## src/lcd_arb_cfg.svh

```systemverilog
`ifndef LCD_ARB_CFG_SVH
`define LCD_ARB_CFG_SVH
// register byte addresses
`define ADDR_HOST_CMD 4'h0
`define ADDR_HOST_DATA 4'h4
`define ADDR_STATUS 4'h8
`define ADDR_CONFIG 4'hC
// instruction fields
`define RS_EXP 2'h0
`define RS_FUNC 2'h2
`define RS_DATA 2'h3
`define ARB_ADDR_OP 3'h3
`define FUNC8_NIB 4'h3
`define FUNC4_NIB 4'h2
`define ARB_LAST 5'h17
// timing
`define OSC_HZ 270000
`define CORE_HZ 100000000
`define BUSY_NS 37000
`define BUSY_CYC ((`BUSY_NS * (`CORE_HZ / 1000000)) / 1000)
`define DIV_ROW_9 9'd400
`define DIV_ROW_12 9'd400
`define DIV_ROW_17 9'd200
`define OSC_DIV ((`CORE_HZ + `OSC_HZ / 2) / `OSC_HZ)
`define COM_COUNT 17
`endif

```

## src/lcd_arb_pkg.sv

```systemverilog
package lcd_arb_pkg;
   typedef enum logic [1:0] {TGT_CHAR, TGT_USER, TGT_ARB} ram_target_t;
   typedef enum logic [1:0] {DUTY_9, DUTY_12, DUTY_17} duty_t;
   typedef struct packed {
      logic [1:0] rs;
      logic rw;
      logic [7:0] data;
   } host_cmd_t;
endpackage : lcd_arb_pkg

```

## src/lcd_arb_ctrl.sv

```systemverilog
// Chosen here: the address map and register access over Avalon-MM.
`timescale 1ns/1ps
`include "lcd_arb_cfg.svh"
module lcd_arb_ctrl
   import lcd_arb_pkg::*;
#(
   parameter int ARB_DEPTH = 32
) (
   input wire logic CORE_CLK,            // 100 MHz clock
   input wire logic ARST_N,              // async reset, active low
   input wire logic [3:0] AVS_ADDRESS,   // byte address
   input wire logic AVS_READ,            // read request
   input wire logic AVS_WRITE,           // write request
   input wire logic [31:0] AVS_WRITEDATA, // write data
   output logic [31:0] AVS_READDATA,     // read data
   output logic AVS_WAITREQUEST,         // stall
   output logic [191:0] ARB_LINE,        // arbitrator line bytes 00..17
   output logic [16:0] COM_OFF,          // common forced display-off
   output logic FRAME_TICK,              // one pulse per frame
   output logic BUSY                     // busy flag
);
   // ************************************************************
   // state
   // ************************************************************
   logic [7:0] arb_mem [0:ARB_DEPTH-1];
   logic [191:0] arb_line, next_arb_line;
   logic [4:0] arb_addr, next_arb_addr;
   ram_target_t target, next_target;
   logic incr, next_incr;
   logic func_locked, next_func_locked;
   logic two_line, next_two_line;
   logic big_font, next_big_font;
   logic nibble_mode, next_nibble_mode;
   logic nib_half, next_nib_half;
   logic [3:0] nib_hi, next_nib_hi;
   logic busy, next_busy;
   logic [12:0] busy_cnt, next_busy_cnt;
   logic [31:0] rdata, next_rdata;
   logic wait_n, next_wait_n;
   logic stall, next_stall;
   logic [16:0] com_off, next_com_off;
   logic [8:0] osc_cnt, next_osc_cnt;
   logic [8:0] row_cnt, next_row_cnt;
   logic [4:0] line_cnt, next_line_cnt;
   logic frame, next_frame;
   logic mem_we;
   logic [7:0] mem_wd;
   host_cmd_t cmd;
   logic cmd_valid;
   logic [7:0] full_byte;

   function automatic logic [4:0] step_addr(input logic [4:0] a, input logic up);
      step_addr = up ? a + 5'h01 : a - 5'h01;
   endfunction : step_addr

   function automatic logic [16:0] off_mask(input logic two, input logic big);
      logic [16:0] m;
      m = 17'h00000;
      if (!two && !big) m = 17'h1FE00;
      if (!two && big) m = 17'h1F000;
      off_mask = m;
   endfunction : off_mask

   // ************************************************************
   // host command decode and register bus
   // ************************************************************
   always_comb begin
      next_arb_addr = arb_addr;
      next_target = target;
      next_incr = incr;
      next_func_locked = func_locked;
      next_two_line = two_line;
      next_big_font = big_font;
      next_nibble_mode = nibble_mode;
      next_nib_half = nib_half;
      next_nib_hi = nib_hi;
      next_busy = busy;
      next_busy_cnt = busy_cnt;
      next_rdata = rdata;
      next_wait_n = 1'b0;
      mem_we = 1'b0;
      mem_wd = 8'h00;
      cmd = AVS_WRITEDATA[10:0];
      cmd_valid = 1'b0;
      full_byte = cmd.data;
      if (busy) begin
         if (busy_cnt == 13'h0000) next_busy = 1'b0;
         else next_busy_cnt = busy_cnt - 13'h0001;
      end
      if ((AVS_READ || AVS_WRITE) && !wait_n) begin
         next_wait_n = 1'b1;
         next_rdata = 32'h00000000;
         if (AVS_WRITE && AVS_ADDRESS == `ADDR_CONFIG)
            next_incr = AVS_WRITEDATA[0];
         if (AVS_READ && AVS_ADDRESS == `ADDR_CONFIG)
            next_rdata = {27'h0, nibble_mode, func_locked, big_font, two_line, incr};
         if (AVS_READ && AVS_ADDRESS == `ADDR_STATUS)
            next_rdata = {24'h0, busy, 2'h0, arb_addr};
         if (AVS_WRITE && AVS_ADDRESS == `ADDR_HOST_CMD) begin
            if (nibble_mode) begin
               if (!nib_half) begin
                  next_nib_hi = cmd.data[7:4];
                  next_nib_half = 1'b1;
               end else begin
                  full_byte = {nib_hi, cmd.data[7:4]};
                  next_nib_half = 1'b0;
                  cmd_valid = 1'b1;
               end
            end else cmd_valid = 1'b1;
         end
         if (AVS_READ && AVS_ADDRESS == `ADDR_HOST_DATA) begin
            next_rdata = {24'h0, arb_mem[arb_addr]};
            if (!busy && target == TGT_ARB) next_arb_addr = step_addr(arb_addr, incr);
         end
         if (cmd_valid && !busy) begin
            if (cmd.rs == `RS_EXP && cmd.rw && full_byte[7:5] == `ARB_ADDR_OP) begin
               next_arb_addr = full_byte[4:0];
               next_target = TGT_ARB;
            end else if (cmd.rs == `RS_FUNC && !cmd.rw) begin
               if (full_byte[7:4] == `FUNC8_NIB) next_nibble_mode = 1'b0;
               else if (full_byte[7:4] == `FUNC4_NIB) next_nibble_mode = 1'b1;
               else if (full_byte[7:6] == 2'h1 && !func_locked) begin
                  next_nibble_mode = !full_byte[4];
                  next_two_line = full_byte[3];
                  next_big_font = full_byte[2];
                  next_func_locked = 1'b1;
               end
               if (full_byte[7] && full_byte[6]) next_target = TGT_CHAR;
               else if (full_byte[7:6] == 2'h2) next_target = TGT_USER;
            end else if (cmd.rs == `RS_DATA && !cmd.rw) begin
               if (target == TGT_ARB) begin
                  mem_we = 1'b1;
                  mem_wd = full_byte;
                  next_arb_addr = step_addr(arb_addr, incr);
               end
            end
            next_busy = 1'b1;
            next_busy_cnt = 13'(`BUSY_CYC);
         end
      end
      next_stall = !next_wait_n;
   end

   always_ff @(posedge CORE_CLK or negedge ARST_N) begin
      if (!ARST_N) begin
         arb_addr <= 5'h00;
         target <= TGT_CHAR;
         incr <= 1'b1;
         func_locked <= 1'b0;
         two_line <= 1'b0;
         big_font <= 1'b0;
         nibble_mode <= 1'b0;
         nib_half <= 1'b0;
         nib_hi <= 4'h0;
         busy <= 1'b0;
         busy_cnt <= 13'h0000;
         rdata <= 32'h00000000;
         wait_n <= 1'b0;
         stall <= 1'b1;
      end else begin
         arb_addr <= next_arb_addr;
         target <= next_target;
         incr <= next_incr;
         func_locked <= next_func_locked;
         two_line <= next_two_line;
         big_font <= next_big_font;
         nibble_mode <= next_nibble_mode;
         nib_half <= next_nib_half;
         nib_hi <= next_nib_hi;
         busy <= next_busy;
         busy_cnt <= next_busy_cnt;
         rdata <= next_rdata;
         wait_n <= next_wait_n;
         stall <= next_stall;
      end
   end

   always_ff @(posedge CORE_CLK) begin
      if (mem_we) arb_mem[arb_addr] <= mem_wd;
   end

   // ************************************************************
   // display line, commons and frame timing
   // ************************************************************
   always_comb begin
      next_arb_line = arb_line;
      if (mem_we && arb_addr <= `ARB_LAST)
         next_arb_line[arb_addr*8 +: 8] = mem_wd;
      next_com_off = off_mask(two_line, big_font);
      next_frame = 1'b0;
      next_osc_cnt = osc_cnt + 9'h001;
      next_row_cnt = row_cnt;
      next_line_cnt = line_cnt;
      if (osc_cnt == 9'(`OSC_DIV - 1)) begin
         next_osc_cnt = 9'h000;
         next_row_cnt = row_cnt + 9'h001;
         if (row_cnt == (two_line ? `DIV_ROW_17 : (big_font ? `DIV_ROW_12 : `DIV_ROW_9)) - 9'd1) begin
            next_row_cnt = 9'h000;
            next_line_cnt = line_cnt + 5'h01;
            if (line_cnt == (two_line ? 5'd16 : (big_font ? 5'd11 : 5'd8))) begin
               next_line_cnt = 5'h00;
               next_frame = 1'b1;
            end
         end
      end
   end

   always_ff @(posedge CORE_CLK or negedge ARST_N) begin
      if (!ARST_N) begin
         arb_line <= 192'h0;
         com_off <= 17'h1FE00;
         osc_cnt <= 9'h000;
         row_cnt <= 9'h000;
         line_cnt <= 5'h00;
         frame <= 1'b0;
      end else begin
         arb_line <= next_arb_line;
         com_off <= next_com_off;
         osc_cnt <= next_osc_cnt;
         row_cnt <= next_row_cnt;
         line_cnt <= next_line_cnt;
         frame <= next_frame;
      end
   end

   assign AVS_READDATA = rdata;
   assign AVS_WAITREQUEST = stall;
   assign ARB_LINE = arb_line;
   assign COM_OFF = com_off;
   assign FRAME_TICK = frame;
   assign BUSY = busy;
endmodule : lcd_arb_ctrl

```

## config.mk

```make
export PLATFORM = sky130hd
export DESIGN_NAME = lcd_arb_ctrl
export DESIGN_NICKNAME = d
export VERILOG_FILES = /design/src/lcd_arb_pkg.sv /design/src/lcd_arb_ctrl.sv
export VERILOG_INCLUDE_DIRS = /design/src
export SDC_FILE = /design/constraint.sdc
export NUM_CORES = 1
export LEC_CHECK = 0
export ABC_AREA = 1
export BUFFER_PORTS_ARGS = -buffer_cell sky130_fd_sc_hd__buf_2
export CORE_ASPECT_RATIO = 1.75
export CORE_MARGIN = 2
export CORE_UTILIZATION = 45
export DETAILED_ROUTE_END_ITERATION = 10
export GPL_TIMING_DRIVEN = 0
export PLACE_DENSITY = 0.67
export SLEW_MARGIN = 15
export SYNTH_ARGS = -nofsm -noshare
export SYNTH_HDL_FRONTEND = slang
export SYNTH_SLANG_ARGS = --single-unit
```

## constraint.sdc

```tcl
create_clock -name CORE_CLK -period 2.67 [get_ports CORE_CLK]
set_input_delay 0.4005 -clock CORE_CLK [delete_from_list [all_inputs] [get_ports CORE_CLK]]
set_output_delay 0.4005 -clock CORE_CLK [all_outputs]
set_load 0.01 [all_outputs]
```

==> metrics.yaml <==
floorplan:
  core_area_um2: 50500
  fp.dieArea_um2: 53000
  die_y_um: 303
  io_pins: 284
  die_w_um: 175
  rows: 109
  initial_utilization_pct: 45.6
yosys:
  yosysTopAreaCellShare_pct: 33.4
  synth_top_flop_cell: "edfxtp_1"
  yosys_register_bits: 515
  avgSynthCellArea_um2: 9.52
  synth_most_common_cell: "nand2_1"
  yosys_warnings: 0
  syn_area_um2: 23000
  seq_area_frac_synth_pct: 61.6
  async_flop_share_pct: 50.3
  synthCells: 2418
  yosysTopAreaCell: "edfxtp_1"
  synth_common_cells: "nand2_1 (684), nor2_1 (341), edfxtp_1 (256), dfrtp_1 (255), o21ai_0 (161)"
  synth-edff-count: 256
  synth_cell_types: 49
  yosys-top-cells-area: "edfxtp_1 (33%), dfrtp_1 (28%), nand2_1 (11%), nor2_1 (5.6%), o21ai_0 (3.5%)"
cts:
  cts_tree: "done"
  cts_max_level: 2
  clockBufferDepth: 3
  cts-root-buf: "clkbuf_16"
  cts.sinks: 515
  cts.reportedPaths.clkPinSlew_ps: 70
  numCtsBuffers: 49
  clk_latency_ps: 590
placement:
  post-place-ws_ps: -1310
  gp_routability_congestion: 0.950
  placed_area_um2: 25200
  place_inst: 3347
  port_buffers: 229
  hpwl_mm: 53.2
global_route:
  grt_max_degree: 102
  antenna_found_initial: 0
  overflow: 0
  grt_pass1_vias: 19200
  grtUsageTotal_pct: 29.3
  grt_pass1_wl_mm: 116
setup_path:
  worstSetupPathType: "flop to flop"
  r2r_start: "arb_addr[0]$_DFFE_PN0P_"
  cp.arrival_ps: 3240
  reg2reg_to: "ARB_LINE[59]$_DFFE_PN0P_"
  cp_max_fo: 10
  rrSetupSlack_ps: -40
  crit_path_start_kind: "flop"
  endpoint_kind: "flop"
  cp.required_ps: 3200
  worstRegToRegCells: 8
routing:
  dr_wl_met3_mm: 6.09
  drt_iter0_markers: 1859
  wl_met1_mm: 25.8
  vias: 19100
  first_pass_iters: 6
  ant_nets: 0
  drc_errors: 0
  routedWlPerCell_um: 22.1
  wl_met2_mm: 39.7
  top_layer: "met4"
  routed_wl_mm: 77.9
  via_per_inst: 5.43
finish:
  design_area_um2: 28300
  nets: 2870
  fin_cells: 3522
  area_growth_pct: 23.2
  drive_gt1_share_pct: 23.1
  n_antenna_cell: 0
sta:
  setup_viol: 5
  fin_ws_ps: -35.8
  fin_crit_ps: 2710
  whs_ps: 57.4
  finalCritPeriodShare_pct: 101
  finalSetupTns_ps: -55.2
  relSlewSlack_pct: 32.0
  hold_viol: 0
  fmax_mhz: 370
  drv_slew: 0
  fin_worst_skew_ps: 20.5
  rsz0062_at_grt: "true"
  worst_pin_slew_ps: 1020
worst_hold_path:
  min_path_type: "primary input to flop"
  min_to: "incr$_DFFE_PN1P_"
  hold_depth: 3
  min-delay-start: "AVS_WRITEDATA[0]"
pwr:
  power.density_nw_per_um2: 747
  p_leak_uw: 0.0134
  peakVddDrop_mv: 0.561
status:
  violations: "setup timing"
  run_status: "complete, but fails checks"
flow_run:
  drv_cap: 0
sequential cells by signal, summed over array words and instances (netlist names), 2 cells and up:
name          count
line_cnt          5
osc_cnt           9
arb_mem         256
AVS_READDATA      8
busy_cnt         13
row_cnt           9
COM_OFF           2
ARB_LINE        192
nib_hi            4
target            2
arb_addr          5
cells in the final DEF, fill, tap and decap left out, drive strengths merged, types with 2 or more instances in the layout:
cell type	synthesis	routed
o21ai	216	216
nand4	32	32
xor2	12	12
clkinv	4	24
o221ai	2	2
nor3	11	11
clkinvlp	0	4
conb	1	33
a21oi	59	59
nand3	146	146
o21bai	2	2
dfstp	4	4
nor3b	3	3
nor2	380	388
bufinv	0	4
dfrtp	255	255
or2	8	8
nand2	691	691
o22ai	8	8
buf	76	378
edfxtp	256	256
inv	141	143
o211ai	27	27
nand3b	9	9
nor4	4	4
ha	13	13
o31ai	2	2
clkbuf	50	115
cells by family after synthesis:
kind of cell    share of synthesized area, %
compound gates                          7.55
xor+xnor                               0.538
fa+ha+maj                              0.794
buf+inv                                 5.40
flops                                   61.6
other cells                           0.0163
simple gates                            24.1
area by class of cell:
class,instances,area [µm²]
Inverter,145,564
Sequential cell,515,14200
Multi-Input combinational cell,1672,8300
Buffer,125,803
Timing Repair Buffer,308,2060
Tap cell,666,833
Fill cell,4357,22100
Clock inverter,30,284
Clock buffer,61,1320
power breakdown:
part / internal [µW] / switching [µW] / total, µW
Combinational: 1560 / 4020 / 5580
Sequential: 8390 / 113 / 8500
Clock: 3930 / 3160 / 7080
metrics by stage:
step	util, %	power (µW)
finish	56.2	21200
global route	56.2	21800
CTS	55.7	20900
detailed placement	49.9	13500
global placement	49.8	13400
floorplan	-	11600
timing repair:
item,CTS,global route
pin swaps,28,16
hold endpoints to repair,67,0
endpoints found under the setup margin,568,336
hold buffers,1,0
buffers inserted,70,6
cloned,8,0
gates resized for setup,137,81
worst max-delay path, stage by stage (launching register included):
cell and delay [ps]:
dfrtp_2 440, buf_2 300, buf_2 360, clkbuf_2 370
clkbuf_2 360, nand4_1 220, nor2_1 390, nand2_1 120
nand2_1 80
how the worst max path moves through the flow:
stage	startpoint	endpoint	slack, ps	cells past startpoint
CTS	arb_addr[1]$_DFFE_PN0P_	AVS_READDATA[2]$_DFFE_PN0P_	10	10
global placement	ARST_N	ARB_LINE[150]$_DFFE_PN0P_	-3540	1
finish	arb_addr[0]$_DFFE_PN0P_	ARB_LINE[59]$_DFFE_PN0P_	-40	8
global route	BUSY$_DFF_PN0_	arb_mem[31][3]$_DFFE_PP_	-20	8
detailed placement	arb_addr[1]$_DFFE_PN0P_	ARB_LINE[151]$_DFFE_PN0P_	-1310	12
floorplan	arb_addr[0]$_DFFE_PN0P_	ARB_LINE[148]$_DFFE_PN0P_	30	13
per-layer routing:
metal	vias up	global-route usage, %
li1	8740	-
met3	290	5.66
met2	927	52.7
met4	0	21.3
met5	-	0
met1	9171	30.5
Note: power is estimated with default switching activity, not from simulation.
